$ cat src/verilog/bcu_pkg.sv
// Constants for the branch control unit: opcodes, widths and reset values.
// Assumes a 16-bit program word and a 12-bit instruction pointer.
`default_nettype none
package bcu_pkg;
	// ==========================================================
	// Opcodes of the first word
	localparam logic [15:0] OP_JUMP = 16'hF900;
	localparam logic [15:0] OP_LOOP_JUMP_NONZERO = 16'hF400;
	localparam logic [15:0] OP_JUMP_IF_NONNEGATIVE = 16'hFD00;
	// ==========================================================
	// Widths and reset values
	localparam int IP_WIDTH = 12;
	localparam int IDX_WIDTH = 16;
	localparam int IDX_COUNT_BITS = 9;
	localparam int ACC_WIDTH = 32;
	localparam logic [11:0] IP_RESET = 12'h000;
	localparam logic [15:0] IDX_RESET = 16'h0000;
	localparam logic [11:0] IP_SKIP = 12'h002;
	localparam logic [11:0] IP_STEP = 12'h001;
	typedef enum logic [1:0] {
		BCU_IDLE = 2'b00,
		BCU_JUMP = 2'b01,
		BCU_LOOP = 2'b10,
		BCU_NONNEG = 2'b11
	} bcu_state_e;
endpackage : bcu_pkg
`default_nettype wire
$ cat src/verilog/bcu_branch_unit.sv
// Branch control unit: executes three two-word branch instructions.
// Assumes the fetch path presents one word per cycle with WORD_VALID.
// How it works
// - The unconditional jump always loads the pointer with the target word.
// - The loop jump loads the target when the low nine index bits are nonzero.
// - The loop jump advances the pointer by two when those bits are zero.
// - The loop jump decrements the index register every time it runs.
// - The zero test uses the index value from before the decrement.
// - The index register counts modulo 512 in its low nine bits.
// - The nonnegative jump loads the target when the accumulator is >= 0.
`timescale 1ns/1ns
`default_nettype none
module bcu_branch_unit #(
	parameter int IP_W = bcu_pkg::IP_WIDTH,
	parameter int ACC_W = bcu_pkg::ACC_WIDTH
) (
	input wire logic REF_CLK,
	input wire logic RST_N,
	input wire logic WORD_VALID,
	input wire logic [15:0] PROGRAM_WORD,
	input wire logic [ACC_W-1:0] ACCUMULATOR,
	input wire logic INDEX_LOAD,
	input wire logic [15:0] INDEX_LOAD_VALUE,
	output logic [IP_W-1:0] INSTRUCTION_POINTER,
	output logic [15:0] INDEX_COUNTER,
	output logic BRANCH_BUSY,
	output logic BRANCH_TAKEN
);
	// ==========================================================
	// Parameter checks
	if (IP_W != bcu_pkg::IP_WIDTH) begin : g_bad_ip_width
		$error("Pointer width must be 12.");
	end
	if (ACC_W < 2) begin : g_bad_acc_width
		$error("Accumulator too narrow.");
	end
	// ==========================================================
	// State
	bcu_pkg::bcu_state_e state_reg;
	bcu_pkg::bcu_state_e state_next;
	logic [IP_W-1:0] instruction_pointer_reg;
	logic [15:0] index_counter_reg;
	logic [15:0] index_dec;
	logic index_nonzero;
	logic taken_reg;
	logic take;

	bcu_index_dec #(.WIDTH(16)) u_dec (
		.VALUE_IN(index_counter_reg),
		.VALUE_OUT(index_dec),
		.NONZERO(index_nonzero)
	);

	// ==========================================================
	// Decode
	// opcode recognition
	always_comb begin
		state_next = bcu_pkg::BCU_IDLE;
		if (state_reg == bcu_pkg::BCU_IDLE && WORD_VALID) begin
			case (PROGRAM_WORD)
				bcu_pkg::OP_JUMP: state_next = bcu_pkg::BCU_JUMP;
				bcu_pkg::OP_LOOP_JUMP_NONZERO: state_next = bcu_pkg::BCU_LOOP;
				bcu_pkg::OP_JUMP_IF_NONNEGATIVE: state_next = bcu_pkg::BCU_NONNEG;
				default: state_next = bcu_pkg::BCU_IDLE;
			endcase
		end else if (state_reg != bcu_pkg::BCU_IDLE && !WORD_VALID) begin
			// The second word has not arrived yet, so hold.
			state_next = state_reg;
		end
	end

	always_comb begin
		case (state_reg)
			bcu_pkg::BCU_JUMP: take = 1'b1;
			bcu_pkg::BCU_LOOP: take = index_nonzero;
			bcu_pkg::BCU_NONNEG: take = ~ACCUMULATOR[ACC_W-1];
			default: take = 1'b0;
		endcase
	end

	always_ff @(posedge REF_CLK or negedge RST_N) begin
		if (!RST_N)
			state_reg <= bcu_pkg::BCU_IDLE;
		else
			state_reg <= state_next;
	end

	// ==========================================================
	// Instruction pointer
	// The pointer does not move on the opcode word; it moves once per branch.
	// Both advances wrap at the top of program space.
	function automatic logic [IP_W-1:0] ip_advance(
		input logic [IP_W-1:0] base,
		input logic [IP_W-1:0] step
	);
		return base + step;
	endfunction : ip_advance

	always_ff @(posedge REF_CLK or negedge RST_N) begin
		if (!RST_N) begin
			instruction_pointer_reg <= bcu_pkg::IP_RESET;
			taken_reg <= 1'b0;
		end else if (state_reg == bcu_pkg::BCU_IDLE) begin
			taken_reg <= 1'b0;
			if (WORD_VALID && state_next == bcu_pkg::BCU_IDLE)
				instruction_pointer_reg <= ip_advance(instruction_pointer_reg,
					bcu_pkg::IP_STEP);
		end else if (WORD_VALID) begin
			taken_reg <= take;
			if (take)
				instruction_pointer_reg <= PROGRAM_WORD[IP_W-1:0];
			else
				instruction_pointer_reg <= ip_advance(instruction_pointer_reg,
					bcu_pkg::IP_SKIP);
		end
	end

	// ==========================================================
	// Index register
	always_ff @(posedge REF_CLK or negedge RST_N) begin
		if (!RST_N)
			index_counter_reg <= bcu_pkg::IDX_RESET;
		else if (state_reg == bcu_pkg::BCU_LOOP && WORD_VALID)
			index_counter_reg <= index_dec;
		else if (INDEX_LOAD)
			index_counter_reg <= INDEX_LOAD_VALUE;
	end

	assign INSTRUCTION_POINTER = instruction_pointer_reg;
	assign INDEX_COUNTER = index_counter_reg;
	assign BRANCH_BUSY = (state_reg != bcu_pkg::BCU_IDLE);
	assign BRANCH_TAKEN = taken_reg;

	// ==========================================================
	// Checks
	logic loop_exec;
	assign loop_exec = (state_reg == bcu_pkg::BCU_LOOP) && WORD_VALID;

	property p_jump_loads;
		@(posedge REF_CLK) disable iff (!RST_N)
		(state_reg == bcu_pkg::BCU_JUMP && WORD_VALID) |=>
			INSTRUCTION_POINTER == $past(PROGRAM_WORD[IP_W-1:0]);
	endproperty
	a_jump_loads: assert property (p_jump_loads)
		else $error("Jump target not loaded.");

	property p_loop_taken;
		@(posedge REF_CLK) disable iff (!RST_N)
		(loop_exec && index_counter_reg[8:0] != 9'h000) |=>
			INSTRUCTION_POINTER == $past(PROGRAM_WORD[IP_W-1:0]) && BRANCH_TAKEN;
	endproperty
	a_loop_taken: assert property (p_loop_taken)
		else $error("Loop jump not taken.");

	property p_loop_skip;
		@(posedge REF_CLK) disable iff (!RST_N)
		(loop_exec && index_counter_reg[8:0] == 9'h000) |=>
			INSTRUCTION_POINTER == $past(INSTRUCTION_POINTER) + 12'h002 &&
			!BRANCH_TAKEN;
	endproperty
	a_loop_skip: assert property (p_loop_skip)
		else $error("Loop skip wrong.");

	property p_loop_dec;
		@(posedge REF_CLK) disable iff (!RST_N)
		loop_exec |=> INDEX_COUNTER[8:0] == $past(INDEX_COUNTER[8:0]) - 9'h001;
	endproperty
	a_loop_dec: assert property (p_loop_dec)
		else $error("Index not decremented.");

	property p_one_taken;
		@(posedge REF_CLK) disable iff (!RST_N)
		(loop_exec && index_counter_reg[8:0] == 9'h001) |=>
			BRANCH_TAKEN && INDEX_COUNTER[8:0] == 9'h000;
	endproperty
	a_one_taken: assert property (p_one_taken)
		else $error("One must still jump.");

	property p_wrap;
		@(posedge REF_CLK) disable iff (!RST_N)
		(loop_exec && index_counter_reg[8:0] == 9'h000) |=>
			INDEX_COUNTER[8:0] == 9'h1FF;
	endproperty
	a_wrap: assert property (p_wrap)
		else $error("Index did not wrap.");

	property p_nonneg;
		@(posedge REF_CLK) disable iff (!RST_N)
		(state_reg == bcu_pkg::BCU_NONNEG && WORD_VALID) |=>
			BRANCH_TAKEN == !$past(ACCUMULATOR[ACC_W-1]);
	endproperty
	a_nonneg: assert property (p_nonneg)
		else $error("Sign test wrong.");

	property p_two_cycles;
		@(posedge REF_CLK) disable iff (!RST_N)
		(state_reg == bcu_pkg::BCU_IDLE && WORD_VALID &&
			PROGRAM_WORD == bcu_pkg::OP_JUMP) ##1 WORD_VALID |=> !BRANCH_BUSY;
	endproperty
	a_two_cycles: assert property (p_two_cycles)
		else $error("Branch not two words.");

	property p_plain_step;
		@(posedge REF_CLK) disable iff (!RST_N)
		(state_reg == bcu_pkg::BCU_IDLE && WORD_VALID &&
			PROGRAM_WORD != bcu_pkg::OP_JUMP &&
			PROGRAM_WORD != bcu_pkg::OP_LOOP_JUMP_NONZERO &&
			PROGRAM_WORD != bcu_pkg::OP_JUMP_IF_NONNEGATIVE) |=>
			INSTRUCTION_POINTER == $past(INSTRUCTION_POINTER) + 12'h001;
	endproperty
	a_plain_step: assert property (p_plain_step)
		else $error("Plain word did not step the pointer.");

	property p_opcode_waits;
		@(posedge REF_CLK) disable iff (!RST_N)
		(state_reg == bcu_pkg::BCU_IDLE && WORD_VALID &&
			(PROGRAM_WORD == bcu_pkg::OP_JUMP ||
			PROGRAM_WORD == bcu_pkg::OP_LOOP_JUMP_NONZERO ||
			PROGRAM_WORD == bcu_pkg::OP_JUMP_IF_NONNEGATIVE)) |=>
			BRANCH_BUSY && $stable(INSTRUCTION_POINTER);
	endproperty
	a_opcode_waits: assert property (p_opcode_waits)
		else $error("Opcode word moved the pointer.");

	property p_wait_holds;
		@(posedge REF_CLK) disable iff (!RST_N)
		(BRANCH_BUSY && !WORD_VALID) |=>
			BRANCH_BUSY && $stable(INSTRUCTION_POINTER);
	endproperty
	a_wait_holds: assert property (p_wait_holds)
		else $error("Branch did not wait for its target.");

	property p_nonneg_target;
		@(posedge REF_CLK) disable iff (!RST_N)
		(state_reg == bcu_pkg::BCU_NONNEG && WORD_VALID &&
			!ACCUMULATOR[ACC_W-1]) |=>
			INSTRUCTION_POINTER == $past(PROGRAM_WORD[IP_W-1:0]);
	endproperty
	a_nonneg_target: assert property (p_nonneg_target)
		else $error("Nonnegative target not loaded.");

	property p_nonneg_skip;
		@(posedge REF_CLK) disable iff (!RST_N)
		(state_reg == bcu_pkg::BCU_NONNEG && WORD_VALID &&
			ACCUMULATOR[ACC_W-1]) |=>
			INSTRUCTION_POINTER == $past(INSTRUCTION_POINTER) + 12'h002;
	endproperty
	a_nonneg_skip: assert property (p_nonneg_skip)
		else $error("Negative accumulator did not skip.");

	property p_loop_upper;
		@(posedge REF_CLK) disable iff (!RST_N)
		loop_exec |=> INDEX_COUNTER[15:9] == $past(INDEX_COUNTER[15:9]);
	endproperty
	a_loop_upper: assert property (p_loop_upper)
		else $error("Upper index bits changed.");

	property p_taken_pulse;
		@(posedge REF_CLK) disable iff (!RST_N)
		BRANCH_TAKEN |=> !BRANCH_TAKEN;
	endproperty
	a_taken_pulse: assert property (p_taken_pulse)
		else $error("Taken flag stood too long.");
endmodule : bcu_branch_unit
`default_nettype wire

$ cat src/verilog/bcu_index_dec.sv
// Modulo-512 decrement of an index register and its nonzero test.
// Assumes the caller samples the test before applying the decrement.
`timescale 1ns/1ns
`default_nettype none
module bcu_index_dec #(
	parameter int WIDTH = 16
) (
	input wire logic [WIDTH-1:0] VALUE_IN,
	output logic [WIDTH-1:0] VALUE_OUT,
	output logic NONZERO
);
	if (WIDTH < bcu_pkg::IDX_COUNT_BITS) begin : g_bad_width
		$error("Index width too small.");
	end
	// modulo 512 wrap
	// Only the low bits count; upper bits are kept so software sees them.
	always_comb begin
		VALUE_OUT = VALUE_IN;
		VALUE_OUT[bcu_pkg::IDX_COUNT_BITS-1:0] =
			VALUE_IN[bcu_pkg::IDX_COUNT_BITS-1:0] - 9'h001;
	end
	assign NONZERO = |VALUE_IN[bcu_pkg::IDX_COUNT_BITS-1:0];
endmodule : bcu_index_dec
`default_nettype wire

$ cat config.mk
export PLATFORM = sky130hd
export DESIGN_NAME = bcu_branch_unit
export DESIGN_NICKNAME = d
export VERILOG_FILES = /design/src/verilog/bcu_pkg.sv /design/src/verilog/bcu_branch_unit.sv /design/src/verilog/bcu_index_dec.sv
export SDC_FILE = /design/constraint.sdc
export NUM_CORES = 1
export LEC_CHECK = 0
export ABC_CLOCK_PERIOD_IN_PS = 3800
export BUFFER_PORTS_ARGS = -buffer_cell sky130_fd_sc_hd__buf_2
export CORE_ASPECT_RATIO = 0.9
export CORE_MARGIN = 2
export CORE_UTILIZATION = 47
export DETAILED_ROUTE_END_ITERATION = 8
export PLACE_DENSITY = 0.91
export SETUP_SLACK_MARGIN = 0.4
export SKIP_CTS_REPAIR_TIMING = 1
export SYNTH_ARGS = -nofsm -noshare
export SYNTH_HDL_FRONTEND = slang
export SYNTH_HIERARCHICAL = 1
export SYNTH_SLANG_ARGS = --single-unit
$ cat constraint.sdc
create_clock -name REF_CLK -period 3.8 [get_ports REF_CLK]
set_clock_uncertainty 0.2 [all_clocks]
set_input_delay 0.38 -clock REF_CLK [delete_from_list [all_inputs] [get_ports REF_CLK]]
set_output_delay 0.38 -clock REF_CLK [all_outputs]
set_load 0.02 [all_outputs]
Word-level counts from Yosys, hierarchy flattened

Cells that the tools add are included.
W data, S select, Z words.

Bits in registers: 31
Bits of input ports: 68
Logic and storage cells: 42
Output and inout port bits: 30

Reductions and logical operators: 13
Bitwise logic cells: 2
Eq/ne operators: 7
Muxes and demuxes: 12
$add $sub $neg: 3

Operator list:

| operator                | count |
|---|---|
| $eq A16 B16 Y1 const B  | 3 |
| $mux W12                | 4 |
| $mux W9                 | 2 |
| $add A12 B1 Y12 const B | 1 |
| $add A12 B2 Y12 const B | 1 |
| $reduce_or A9 Y1        | 1 |
| $sub A9 B1 Y9 const B   | 1 |
| $pmux W2 S3             | 1 |
| $reduce_bool A2 Y1      | 3 |
| $eq A2 B2 Y1 const B    | 2 |
| $logic_and A1 B1 Y1     | 4 |
| $logic_not A2 Y1        | 2 |
| $mux W2                 | 2 |
| $reduce_and A2 Y1       | 2 |
| $pmux W1 S3             | 1 |
| $eq A2 B1 Y1 const B    | 1 |
| $mux W1                 | 2 |
| $ne A2 B1 Y1 const B    | 1 |
| $not A1 Y1              | 2 |
| $logic_not A1 Y1        | 1 |

Longest topological paths before layout

Word-level depth: 8
Mapped depth: 11
Depth with buffers taken out: 10

Hierarchy

Netlist, hierarchy kept.

By module, submodules not included:

| module          | cells an instance | sequential area each (µm²) | area each (µm²) | times used |
|---|---|---|---|---|
| bcu_branch_unit | 217               | 775.7                      | 1928.1          | 1 |
| bcu_index_dec   | 29                | 0.0                        | 212.7           | 1 |

Worst setup path before layout

Ideal clock, no wire load.

Path kind: register to register
Start point: register index_counter_reg[0] (netlist: INDEX_COUNTER[0])
End point: register instruction_pointer_reg[4] (netlist: INSTRUCTION_POINTER[4])
Path buffers: 1
Library setup time: 0.065 ns
Required time: 3.535 ns
Data arrival time: 2.523 ns
Setup slack: 1.013 ns
Cell stages (with the launch flop): 12
Period minus slack after synthesis: 2.787 ns
Cells stage by stage: dfrtp_1 > inv_1 > ha_1 > or4b_4 > nor4_4 > nand2b_1 > a21oi_1 > nand2b_1 > buf_2 > o2bb2ai_1 > a2111oi_0 > a21o_1

Longest elaborated chain between the ends: 5

RTL lines:

| item                     | line                   | source |
|---|---|---|
| start: declaration       | bcu_branch_unit.sv:42  | `logic [15:0] index_counter_reg;` |
| start signal: assignment | bcu_branch_unit.sv:122 | `index_counter_reg <= bcu_pkg::IDX_RESET;` |
| start signal: assignment | bcu_branch_unit.sv:124 | `index_counter_reg <= index_dec;` |
| $reduce_or A9 Y1         | bcu_index_dec.sv:22    | `assign NONZERO = \|VALUE_IN[bcu_pkg::IDX_COUNT_BITS-1:0];` |
| net index_nonzero        | bcu_branch_unit.sv:44  | `logic index_nonzero;` |
| $pmux W1 S3              | bcu_branch_unit.sv:73  | `case (state_reg)` |
| $mux W12                 | bcu_branch_unit.sv:110 | `if (take)` |
| $mux W12                 | bcu_branch_unit.sv:108 | `end else if (WORD_VALID) begin` |
| $mux W12                 | bcu_branch_unit.sv:103 | `end else if (state_reg == bcu_pkg::BCU_IDLE) begin` |
| end signal: assignment   | bcu_branch_unit.sv:106 | `instruction_pointer_reg <= ip_advance(instruction_pointer_reg,` |
| end signal: assignment   | bcu_branch_unit.sv:111 | `instruction_pointer_reg <= PROGRAM_WORD[IP_W-1:0];` |
| end signal: assignment   | bcu_branch_unit.sv:113 | `instruction_pointer_reg <= ip_advance(instruction_pointer_reg,` |
| end: declaration         | bcu_branch_unit.sv:41  | `logic [IP_W-1:0] instruction_pointer_reg;` |

The timed path passes the listed nets, and every way through them passes these cells. The select of a mux whose other input is x is not followed.
A chain may end at the register's enable or synchronous reset.

Worst setup path after layout

Same ends and word-level chain as after synthesis.

==> results.sh <==
export IMPL_outcome="finished clean"
export IMPL_pin_count=98
export IMPL_placementRows=23
export IMPL_dp_cells=355
export IMPL_clock_latency_ns=0.29
export IMPL_critPathTopFamily="simple AND/OR/NAND/NOR gates"
export IMPL_syn_inst=246
export IMPL_crit_top_cell="nand2b_1"
export IMPL_syn_nets=317
export IMPL_largest_reg_flops=16
export IMPL_r2r_start="INDEX_COUNTER[0]$_DFFE_PN0P_"
export IMPL_dieArea_um2=5110
export IMPL_p_leak_nw=1.15
export IMPL_layout_nets=372
export IMPL_net_switching_power_uw=430
export IMPL_worst_pin_slew_ns=1.07
export IMPL_avgSynthCellArea_um2=8.70
export IMPL_cts_buffer_depth=2
export IMPL_overflow=0
export IMPL_clk_pin_slew_ns=0.07
export IMPL_seq_area_frac_synth_pct=36.2
export IMPL_gp_congestion=0.887
export IMPL_route_detailed_wl_per_inst_um=14.7
export IMPL_synthTopCellsByArea="dfrtp_1 (36%), mux2i_1 (8.4%), a21oi_1 (6.8%), nor2_1 (6.0%), o21ai_0 (3.5%)"
export IMPL_arrival_ns=3.10
export IMPL_cts_htree_levels=2
export IMPL_cp_cell_sequence="inv_1 -> ha_1 -> or4b_4 -> nor4_4 -> nand2b_1 -> a21oi_1 -> nand2b_1 -> o2bb2ai_1 -> a2111oi_0 -> a21o_1"
export IMPL_fmax_mhz=325
export IMPL_synth_area_um2=2140
export IMPL_min_from="PROGRAM_WORD[8]"
export IMPL_yosysWarnings=6
export IMPL_grt_pass1_vias=1954
export IMPL_ir_drop_mv=0.241
export IMPL_ant_nets=0
export IMPL_route_vias_total=2052
export IMPL_cp_max_fo=11
export IMPL_cp_slowest_cell="or4b_4"
export IMPL_die_h_um=68.0
export IMPL_fin_setup_tns_ns=0
export IMPL_drc_errors=0
export IMPL_synth_cell_types=51
export IMPL_start_util_pct=48.3
export IMPL_p_int_uw=678
export IMPL_first_pass_iters=5
export IMPL_crit_path_start="INDEX_COUNTER[0]$_DFFE_PN0P_"
export IMPL_grt_pass1_wl_um=8620
export IMPL_p_clk_share_pct=24.1
export IMPL_seq_power_share_pct=43.8
export IMPL_cts_tree="yes"
export IMPL_drive_above_1_share_pct=27.6
export IMPL_hold_violations=0
export IMPL_synth_edf_count=0
export IMPL_comb_power_share_pct=32.0
export IMPL_most_common_layout_cells="buf_2 (66), nor2_1 (34), dfrtp_1 (31), a21oi_1 (29), mux2i_1 (18)"
export IMPL_cpPeakStageDelay_ns=0.51
export IMPL_numPortBuffers=66
export IMPL_grt_setup_unrepaired="no"
export IMPL_synthArstFlopShare_pct=100
export IMPL_vias_per_cell=5.65
export IMPL_synth_main_ff_cell="dfrtp_1"
export IMPL_start_kind="register"
export IMPL_maxCapViolCount=0
export IMPL_min_period_ns=3.07
export IMPL_layout_worst_path_cycle_share_pct=80.9
export IMPL_final_common_cell="buf_2"
export IMPL_initialDrtViolationCount=97
export IMPL_area_delta_synth_final_pct=18.2
export IMPL_track_usage_pct=22.1
export IMPL_slew_viol_final=0
export IMPL_crit_path_end_kind="register"
export IMPL_hp_class="in2reg"
export IMPL_diodes=0
export IMPL_hpwl_um=3880
export IMPL_powerDensity_nw_per_um2=438
export IMPL_critPathRequiredTime_ns=3.83
export IMPL_die_width_um=75.1
export IMPL_cts_sinks=31
export IMPL_slew_headroom_pct=28.3
export IMPL_yosysTopAreaCellShare_pct=36.2
export IMPL_grt_max_degree=33
export IMPL_numCtsBuffers=5
export IMPL_instances_no_fill=363
export IMPL_setup_violations=0
export IMPL_critPathBufInv=1
export IMPL_clockRootBuffer="clkbuf_8"
export IMPL_criticalPathCategory="reg2reg"
export IMPL_wirelength_um=5340
export IMPL_yosys_area_top_type="dfrtp_1"
export IMPL_ys_seq_elements=31
export IMPL_grt_antenna_before_repair=0
export IMPL_coreArea_um2=4430
export IMPL_switching_share_pct=38.8
through the flow:
| step | total power [mW] | cell area [um2] | setup slack, ns | hold WS (ns) | utilization, % |
|---|---|---|---|---|---|
| 2_1_floorplan | 0.715 | 2140 | 1.01 | -0.116 | - |
| 5_1_grt | 1.18 | 2530 | 0.463 | 0.171 | 57.1 |
| 3_5_place_dp | 0.842 | 2430 | 0.752 | 0.276 | 54.9 |
| 3_3_place_gp | 0.824 | 2430 | 0.850 | 0.267 | 54.9 |
| 4_1_cts | 1.11 | 2520 | 0.744 | -0.0341 | 56.9 |
| 6_report | 1.11 | 2530 | 0.725 | 0.188 | 57.1 |
final timing paths:
path | to | slack, ns | depth (start not counted)
max | INSTRUCTION_POINTER[4]$_DFFE_PN0P_ | 0.73 | 10
min | state_reg[0]$_DFF_PN0_ | 0.19 | 3
max reg2reg | INSTRUCTION_POINTER[4]$_DFFE_PN0P_ | 0.73 | 10
min reg2reg | BRANCH_TAKEN$_DFFE_PN0P_ | 0.34 | 2
max in group asynchronous | INDEX_COUNTER[6]$_DFFE_PN0P_ | 2.45 | 2
min in group asynchronous | INDEX_COUNTER[11]$_DFFE_PN0P_ | 0.49 | 2
tightest hold or removal path, stage by stage:
cell	delay, ns
buf_2	0.12
nand2_1	0.05
o22ai_1	0.07
synth_stat cells (all sizes together) (2+ instances only):
cell / n
nor2: 34
dfrtp: 31
a21oi: 29
mux2i: 18
o21ai: 18
nand2: 16
buf: 15
nand3: 9
inv: 7
nor3: 7
xnor2: 6
xor2: 5
clkbuf: 4
a2bb2oi: 3
ha: 3
nor4: 3
o22ai: 3
a221oi: 2
nand2b: 2
nand4: 2
nor4b: 2
o211ai: 2
o21a: 2
o21bai: 2
o22a: 2
o32a: 2
o41ai: 2
power by group through the flow:
| stage | Sequential [mW] | Combinational, mW | Clock, mW |
|---|---|---|---|
| final | 0.485 | 0.355 | 0.267 |
| after global routing | 0.497 | 0.389 | 0.290 |
| after CTS | 0.483 | 0.356 | 0.272 |
| after detailed placement | 0.488 | 0.354 | 0 |
| after global placement | 0.482 | 0.342 | 0 |
| after floorplan | 0.542 | 0.173 | 0 |
layer usage:
metal / vias to the layer above / track usage [%] / wire length [um]
li1: 1000 / - / -
met1: 953 / 26.5 / 2320
met2: 92 / 38.5 / 2540
met3: 7 / 4.86 / 414
met4: 0 / 8.55 / 59
met5: - / 0 / 0
cell type report:
type | count | area (um2)
Fill cell | 431 | 1900
Multi-Input combinational cell | 189 | 1220
Sequential cell | 31 | 776
Timing Repair Buffer | 67 | 340
Clock buffer | 6 | 82.6
Tap cell | 62 | 77.6
Inverter | 7 | 26.3
Clock inverter | 1 | 5.00
logic make-up (layout without fill, tap and decap cells):
group | Yosys count | after routing | synth area share, %
fa+ha+maj | 3 | 3 | 1.75
mux | 18 | 18 | 8.42
buf+inv | 26 | 81 | 6.66
flops | 31 | 31 | 36.2
simple gates | 82 | 82 | 20.6
xor+xnor | 11 | 11 | 4.50
compound gates | 75 | 75 | 21.8
No activity file was read; power rests on OpenSTA's default activity.
